--- config.mk ---
export PLATFORM = sky130hd
export DESIGN_NAME = fbsel_ctrl
export DESIGN_NICKNAME = d
export VERILOG_FILES = /design/src/fbsel_pkg.sv /design/src/fbsel_ctrl.sv
export SDC_FILE = /design/constraint.sdc
export NUM_CORES = 1
export LEC_CHECK = 0
export BUFFER_PORTS_ARGS = -buffer_cell sky130_fd_sc_hd__clkbuf_2
export CORE_AREA = 2 2 100 127
export DETAILED_ROUTE_END_ITERATION = 10
export DIE_AREA = 0 0 102 129
export PLACE_DENSITY = 0.73
export SLEW_MARGIN = 10
export SYNTH_ARGS = -nofsm -noshare
export SYNTH_HDL_FRONTEND = slang
export SYNTH_SLANG_ARGS = --single-unit
--- constraint.sdc ---
create_clock -name clock -period 1.7 [get_ports clock]
set_input_delay 0.085 -clock clock [delete_from_list [all_inputs] [get_ports clock]]
set_output_delay 0.085 -clock clock [all_outputs]
set_load 0.03 [all_outputs]
--- src/fbsel_pkg.sv ---
package fbsel_pkg;
  // object dictionary indices
  localparam logic [15:0] IDX_AVAIL      = 16'h2101;
  localparam logic [15:0] IDX_FB_CTRL    = 16'h2102;
  localparam logic [15:0] IDX_FB_STATUS  = 16'h2103;
  localparam logic [15:0] IDX_PRG_CTRL   = 16'h2300;
  localparam logic [15:0] IDX_PRG_STATUS = 16'h2301;
  localparam logic [15:0] IDX_PRG_ERRC   = 16'h2302;
  // subindices
  localparam logic [7:0]  SUB_COUNT      = 8'h00;
  localparam logic [7:0]  SUB_MASK       = 8'h01;
  localparam logic [7:0]  SUB_ENABLED    = 8'h02;
  localparam logic [7:0]  STATUS_COUNT   = 8'h02;
  // interface bit positions
  localparam int          BIT_USB        = 0;
  localparam int          BIT_RS485      = 1;
  localparam int          BIT_RS232      = 2;
  localparam int          BIT_CANOPEN    = 3;
  localparam int          BIT_ETHERNET   = 4;
  localparam int          BIT_RT_ETH     = 5;
  localparam int          BIT_SPI        = 6;
  localparam int          BIT_MB_RTU     = 16;
  localparam int          BIT_MB_TCP     = 17;
  localparam int          BIT_IND_IP     = 18;
  // defined bits of the map, all others unused
  localparam logic [31:0] MAP_DEFINED    = 32'h0007007f;
  // interfaces and protocols built into this device
  localparam logic [31:0] AVAIL_PRESENT  = 32'h00040010;
  // reset values
  localparam logic [31:0] FB_CTRL_RST    = 32'h00040010;
  localparam logic [31:0] FB_MASK_RST    = 32'h00000000;
  localparam logic [31:0] FB_ENABLED_RST = 32'h00040010;
  localparam logic [31:0] PRG_CTRL_RST   = 32'h00000000;
  localparam logic [31:0] PRG_ERRC_RST   = 32'h00000000;
  // program control and status fields
  localparam int          PRG_ON_BIT     = 0;
  localparam int          PRG_RUN_BIT    = 0;
  localparam int          PRG_ERR_BIT    = 2;
  // program engine states
  typedef enum logic [3:0] {
    PS_STOP = 4'h1,
    PS_LOAD = 4'h2,
    PS_RUN  = 4'h4,
    PS_ERR  = 4'h8
  } fbsel_prg_e;
endpackage
--- src/fbsel_ctrl.sv ---
`timescale 1ns/100ps
module fbsel_ctrl (
  // clock and reset
  input  wire logic        clock,
  input  wire logic        rst_n,
  // object access
  input  wire logic        od_req,
  input  wire logic        od_wr,
  input  wire logic [15:0] od_index,
  input  wire logic [7:0]  od_subindex,
  input  wire logic [31:0] od_wdata,
  output logic      [31:0] od_rdata,
  output logic             od_ack,
  output logic             od_err,
  // fieldbus side
  input  wire logic [31:0] fb_switchable,
  output logic      [31:0] fb_enabled,
  // program engine side
  input  wire logic        prg_loaded,
  input  wire logic        prg_fault,
  input  wire logic [31:0] prg_fault_code,
  output logic             prg_reload,
  output logic             prg_clear_vars,
  output logic             prg_execute
);

  // register file state
  logic [31:0] fb_ctrl_q, fb_ctrl_d;
  logic [31:0] fb_mask_q, fb_mask_d;
  logic [31:0] fb_en_q, fb_en_d;
  logic [31:0] prg_ctrl_q, prg_ctrl_d;
  logic [31:0] prg_errc_q, prg_errc_d;
  logic        prg_errf_q, prg_errf_d;
  logic [31:0] rdata_q, rdata_d;
  logic        ack_q, ack_d;
  logic        err_q, err_d;
  // program engine state
  fbsel_pkg::fbsel_prg_e ps_q, ps_d;
  logic        reload_q, reload_d;
  logic        clear_q, clear_d;
  logic        exec_q, exec_d;

  logic        wr_fb_ctrl;
  logic        wr_prg_ctrl;
  logic        start_edge;
  logic        hit;
  logic        writable;
  logic [31:0] rd_val;
  logic [31:0] prg_status;

  always_comb begin
    wr_fb_ctrl  = od_req && od_wr && od_index == fbsel_pkg::IDX_FB_CTRL
                  && od_subindex == fbsel_pkg::SUB_COUNT;
    wr_prg_ctrl = od_req && od_wr && od_index == fbsel_pkg::IDX_PRG_CTRL
                  && od_subindex == fbsel_pkg::SUB_COUNT;
    prg_status  = '0;
    prg_status[fbsel_pkg::PRG_RUN_BIT] = exec_q;
    prg_status[fbsel_pkg::PRG_ERR_BIT] = prg_errf_q;
  end

  // read mux and access check
  always_comb begin
    hit      = 1'b1;
    writable = 1'b0;
    rd_val   = '0;
    if (od_index == fbsel_pkg::IDX_FB_STATUS) begin
      case (od_subindex)
        fbsel_pkg::SUB_COUNT:   rd_val = {24'h000000, fbsel_pkg::STATUS_COUNT};
        fbsel_pkg::SUB_MASK:    rd_val = fb_mask_q;
        fbsel_pkg::SUB_ENABLED: rd_val = fb_en_q;
        default:                hit = 1'b0;
      endcase
    end else if (od_subindex != fbsel_pkg::SUB_COUNT) begin
      hit = 1'b0;
    end else begin
      case (od_index)
        fbsel_pkg::IDX_AVAIL:      rd_val = fbsel_pkg::AVAIL_PRESENT;
        fbsel_pkg::IDX_FB_CTRL: begin
          rd_val   = fb_ctrl_q;
          writable = 1'b1;
        end
        fbsel_pkg::IDX_PRG_CTRL: begin
          rd_val   = prg_ctrl_q;
          writable = 1'b1;
        end
        fbsel_pkg::IDX_PRG_STATUS: rd_val = prg_status;
        fbsel_pkg::IDX_PRG_ERRC:   rd_val = prg_errc_q;
        default:                   hit = 1'b0;
      endcase
    end
  end

  // answer one cycle after the request; writes to read-only entries refused
  always_comb begin
    ack_d   = od_req;
    err_d   = od_req && (!hit || (od_wr && !writable));
    rdata_d = (od_req && !od_wr && hit) ? rd_val : '0;
  end

  // fieldbus switching
  always_comb begin
    fb_ctrl_d = fb_ctrl_q;
    if (wr_fb_ctrl) begin
      fb_ctrl_d = od_wdata & fbsel_pkg::MAP_DEFINED;
    end
    // only present, defined bits can ever be switchable
    fb_mask_d = fb_switchable & fbsel_pkg::AVAIL_PRESENT & fbsel_pkg::MAP_DEFINED;
    // unswitchable bits hold, switchable bits follow the control word
    fb_en_d   = (fb_en_q & ~fb_mask_q) | (fb_ctrl_q & fb_mask_q);
  end

  assign start_edge = wr_prg_ctrl && od_wdata[fbsel_pkg::PRG_ON_BIT]
                      && !prg_ctrl_q[fbsel_pkg::PRG_ON_BIT];

  // user program engine
  always_comb begin
    prg_ctrl_d = wr_prg_ctrl ? od_wdata : prg_ctrl_q;
    prg_errc_d = prg_errc_q;
    prg_errf_d = prg_errf_q;
    ps_d       = ps_q;
    reload_d   = 1'b0;
    clear_d    = 1'b0;
    if (start_edge) begin
      // a fresh start forgets the old fault before loading
      ps_d       = fbsel_pkg::PS_LOAD;
      reload_d   = 1'b1;
      clear_d    = 1'b1;
      prg_errf_d = 1'b0;
      prg_errc_d = fbsel_pkg::PRG_ERRC_RST;
    end else if (!prg_ctrl_q[fbsel_pkg::PRG_ON_BIT]) begin
      if (ps_q != fbsel_pkg::PS_ERR) begin
        ps_d = fbsel_pkg::PS_STOP;
      end
    end else begin
      case (ps_q)
        fbsel_pkg::PS_LOAD: begin
          if (prg_fault) begin
            ps_d = fbsel_pkg::PS_ERR;
          end else if (prg_loaded) begin
            ps_d = fbsel_pkg::PS_RUN;
          end
        end
        fbsel_pkg::PS_RUN: begin
          if (prg_fault) begin
            ps_d = fbsel_pkg::PS_ERR;
          end
        end
        fbsel_pkg::PS_STOP: ps_d = fbsel_pkg::PS_STOP;
        fbsel_pkg::PS_ERR:  ps_d = fbsel_pkg::PS_ERR;
        default:            ps_d = fbsel_pkg::PS_STOP;
      endcase
      if (prg_fault && (ps_q == fbsel_pkg::PS_LOAD || ps_q == fbsel_pkg::PS_RUN)) begin
        prg_errf_d = 1'b1;
        prg_errc_d = prg_fault_code;
      end
    end
    exec_d = (ps_d == fbsel_pkg::PS_RUN);
  end

  always_ff @(posedge clock or negedge rst_n) begin
    if (!rst_n) begin
      fb_ctrl_q  <= fbsel_pkg::FB_CTRL_RST;
      fb_mask_q  <= fbsel_pkg::FB_MASK_RST;
      fb_en_q    <= fbsel_pkg::FB_ENABLED_RST;
      prg_ctrl_q <= fbsel_pkg::PRG_CTRL_RST;
      prg_errc_q <= fbsel_pkg::PRG_ERRC_RST;
      prg_errf_q <= 1'b0;
      rdata_q    <= '0;
      ack_q      <= 1'b0;
      err_q      <= 1'b0;
      ps_q       <= fbsel_pkg::PS_STOP;
      reload_q   <= 1'b0;
      clear_q    <= 1'b0;
      exec_q     <= 1'b0;
    end else begin
      fb_ctrl_q  <= fb_ctrl_d;
      fb_mask_q  <= fb_mask_d;
      fb_en_q    <= fb_en_d;
      prg_ctrl_q <= prg_ctrl_d;
      prg_errc_q <= prg_errc_d;
      prg_errf_q <= prg_errf_d;
      rdata_q    <= rdata_d;
      ack_q      <= ack_d;
      err_q      <= err_d;
      ps_q       <= ps_d;
      reload_q   <= reload_d;
      clear_q    <= clear_d;
      exec_q     <= exec_d;
    end
  end

  assign od_rdata       = rdata_q;
  assign od_ack         = ack_q;
  assign od_err         = err_q;
  assign fb_enabled     = fb_en_q;
  assign prg_reload     = reload_q;
  assign prg_clear_vars = clear_q;
  assign prg_execute    = exec_q;
endmodule

==> summary.md <==
| Metric | Value |
|---|---|
| Initial antenna violation count | 0 |
| Power, Total | between 0.006 and 0.007 W |
| Die area | 13200 um2 |
| CTS Buf Count | 17 |
| Critical path capture point type | register |
| Antenna Diode Count | 0 |
| Final Wtd Congestion | 0.786 |
| Crit share post-route | approximately 90% |
| Crit path launch | ps_q[1] |
| Gate power share | approximately 7.6% |
| Area after DPL | around 6200 um2 |
| Synth Area in Simple Gates | between 10% and 20% |
| Post-layout util | between 60 and 70% |
| Place WS | -0.0933 ns |
| Synth Cell Area | roughly 5300 um2 |
| DR iter-0 viols | 172 |
| Asr flop ratio synth | 100% |
| Worst path slowest cell | dfrtp_1 |
| Top Ports | just under 200 |
| # port buffers | 134 |
| Req. time, crit path | about 2.0 ns |
| Post-synth EDFFs | 0 |
| Largest family of logic cells by synthesized area | simple AND/OR/NAND/NOR gates |
| Clock power frac | between 50% and 60% |
| Post-synthesis compound-gate area fraction | around 3.8% |
| Remaining DRCs | 0 |
| Pint | ~0.0054 W |
| WL/cell | about 16 um |
| Chip Height | roughly 130 um |
| Warnings, synthesis | 0 |
| Pwr/cell area | about 930 nW/um2 |
| P&R area growth vs syn | 41.3% |
| Worst Tran Pin Value | 0.624 ns |
| Critical path launch point type | register |
| First-pass GRT wire length | between 20 and 25 mm |
| TritonCTS clock tree | yes |
| Max Fclk | approximately 650 MHz |
| Switching Share | around 22% |
| Area of the core | ~12000 um2 |
| Post-synthesis xor/xnor area fraction | 0.332% |
| #FFs+latches synth | 119 |
| Vias in the first global route | 4631 |
| Gate Count Post-Synth | 463 |
| Crit-path leading delay family | simple AND/OR/NAND/NOR gates |
| Worst Path Arrival | roughly 1.8 ns |
| Largest net degree at the start of global routing | 120 |
| CTS max path bufs | 2 |
| Nets | approximately 810 |
| Post-CTS setup buffers | 0 |
| Post-Route WL | roughly 14 mm |
| Share of cells above drive strength 1 | 35.2% |
| Tot GR Track Use | ~22% |
| Depth of the CTS H-tree | 4 |
| Mux contribution to synthesized area | between 10% and 20% |
| Top_reg_cell synth | dfrtp_1 |
| FF-to-FF Start | ps_q[1] |
| Hold path startpoint | od_subindex[6] |
| Clock Skews | 0.0107 ns |
| Seq/Total Area, Yosys | between 50 and 60% |
| Gr ovfl total | 0 |
| Slew Limit Fails | 0 |
| Clk root buf | clkbuf_16 |
| CTS sink cnt | 119 |
| CP Cell Sequence | xor2_1, and3_1, buf_6, nor2_1, nor3_1 |
| Critical path type | reg -> reg |
| Final Hold Fails | 0 |
| Remaining antenna violation count | 0 |
| Max-slew headroom | slightly below 60% |
| Adder-cell share of the synthesized area | 0% |
| Buffers & Inverters on Critical Path | 1 |
| Setup TNS | 0 ns |
| Site Rows | 45 |
| Clk_lat worst skew | about 0.41 ns |
| Final Cell Area | around 7500 um2 |
| Leak | roughly 3.7 nW |
| Vias | between 4000 and 5000 |
| NetSw | approximately 0.0015 W |
| Crit path max fanout | 20 |
| Clock-pin slew on the worst setup and hold paths | approximately 0.05 ns |
| Drt first pass iters | 4 |
| Post-DP HPWL | roughly 8.3 mm |
| Vias per cell | a little under 5 |
| Final Critical Period | about 1.5 ns |
| Worst setup margin | about 0.17 ns |
| Flop pwr share | between 40% and 50% |
| Worst Hold Class | in -> reg |
| Status | finished clean |
| MaxCap Viol Count | 0 |
| Max VDD drop | 571 uV |
| Avg Cell Area, Syn | 11.4 um2 |
| Starting density of the core | around 44% |
| RSZ-0062 raised after global routing | false |
| Crit path largest cell delay | 0.42 ns |
| Final setup fails | 0 |
| Chip Width | between 100 and 150 um |
| Yosys cell types | between 40 and 50 |
Yosys cell counts, drive strengths merged, types with 2 or more instances:
library cell	count	area share (%)
a211oi	3	0.43
a21oi	2	0.19
a22oi	7	1.0
a311oi	2	0.33
a32oi	2	0.33
buf	39	5.1
clkbuf	15	1.1
dfrtp	114	54
dfstp	5	2.5
mux2	49	10
mux2i	27	5.1
nand2	5	0.36
nand2b	3	0.36
nand3	4	0.38
nand3b	3	0.43
nand4	2	0.36
nor2	104	7.4
nor2b	8	0.95
nor3	37	3.6
nor3b	4	0.57
nor4	4	1.4
nor4b	2	0.45
o21a	2	0.28
o22ai	3	0.36
o2bb2ai	2	0.33
or3b	2	0.33
or4	2	0.28
state kept, by name (all words and copies together) (netlist names), named ones only:
register / flops
od_err: 1
prg_errc_q: 32
prg_clear_vars: 1
prg_execute: 1
fb_mask_q: 2
ps_q: 4
fb_ctrl_q: 10
prg_errf_q: 1
prg_ctrl_q: 32
od_ack: 1
od_rdata: 32
placed cells by master (no fill, tap or decap), drive strengths merged, types with 2 or more instances in the layout:
cell / netlist / layout
nor3b: 4 / 4
clkinv: 0 / 3
nor4b: 2 / 2
a22oi: 7 / 7
o22ai: 3 / 3
o2bb2ai: 2 / 2
nor2b: 8 / 8
dlygate4sd3: 0 / 70
a311oi: 2 / 2
clkinvlp: 0 / 2
nand4: 2 / 2
mux2: 49 / 49
bufinv: 0 / 2
dfstp: 5 / 5
or3b: 2 / 2
clkbuf: 15 / 158
a21oi: 2 / 2
buf: 39 / 21
nand2b: 3 / 3
or4: 2 / 2
a211oi: 3 / 3
nor4: 4 / 4
dfrtp: 114 / 114
a32oi: 2 / 2
nand3b: 3 / 3
nor3: 37 / 37
mux2i: 27 / 27
o21a: 2 / 2
nand3: 4 / 4
nand2: 5 / 5
nor2: 104 / 104
conb: 1 / 30
path summary, 6_finish.rpt:
check / slack [ns] / endpoint / cells past startpoint
min in group asynchronous: 0.30 / od_rdata[7] / 3
max in group asynchronous: 0.93 / od_rdata[15] / 3
min reg2reg: 0.49 / fb_ctrl_q[17] / 1
max reg2reg: 0.17 / prg_errc_q[7] / 5
min: 0.01 / od_err / 4
max: 0.17 / prg_errc_q[7] / 5
cell type report:
type                    instances  area (um2)
repair buffers                224        1590
well taps                     164         205
clock inverters                 7        93.8
fillers                       972        4480
multi-input cells             319        2090
clock buffers                  25         495
flip-flops and latches        119        2980
cell families after synthesis:
family,count (synthesis)
flip-flops,119
XOR/XNOR,2
other,1
buffers and inverters,54
multiplexers,76
AO/OA/AOI/OAI,27
AND/OR/NAND/NOR,184
power by group through the flow:
stage               Sequential (W)  Clock (W)  Combinational, W
detailed placement         0.00289          0          0.000391
floorplan                  0.00290          0          0.000222
global route               0.00284    0.00371          0.000568
finish                     0.00284    0.00353          0.000522
CTS                        0.00284    0.00357          0.000519
global placement           0.00289          0          0.000385
per-stage QoR:
stage	hold WS (ns)	cells
floorplan	-0.211	492
global placement	0.200	756
detailed placement	0.196	756
CTS	0.00144	858
global route	0.0555	858
finish	0.0109	858
routing by layer:
metal / track usage [%] / vias to the layer above / routed length (um)
met5: 0 / - / 0
met4: 10.4 / 0 / 409
met3: 5.32 / 37 / 678
met2: 38.8 / 156 / 7260
met1: 25.2 / 2073 / 5210
li1: - / 1983 / -
worst reg2reg max path, delay by kind of cell (launching register included):
kind	cells	cell delay, ns
buffers and inverters	1	0.21
and+or+nand+nor	3	0.55
DFF	1	0.42
xor gates and xnor gates	1	0.25
what timing repair did:
item	4_1_cts	5_1_grt
gates resized for setup	0	2
setup endpoints to repair	0	7
hold endpoints to repair	195	0
hold buffers	70	0
Power figures use the tool's default switching activity.
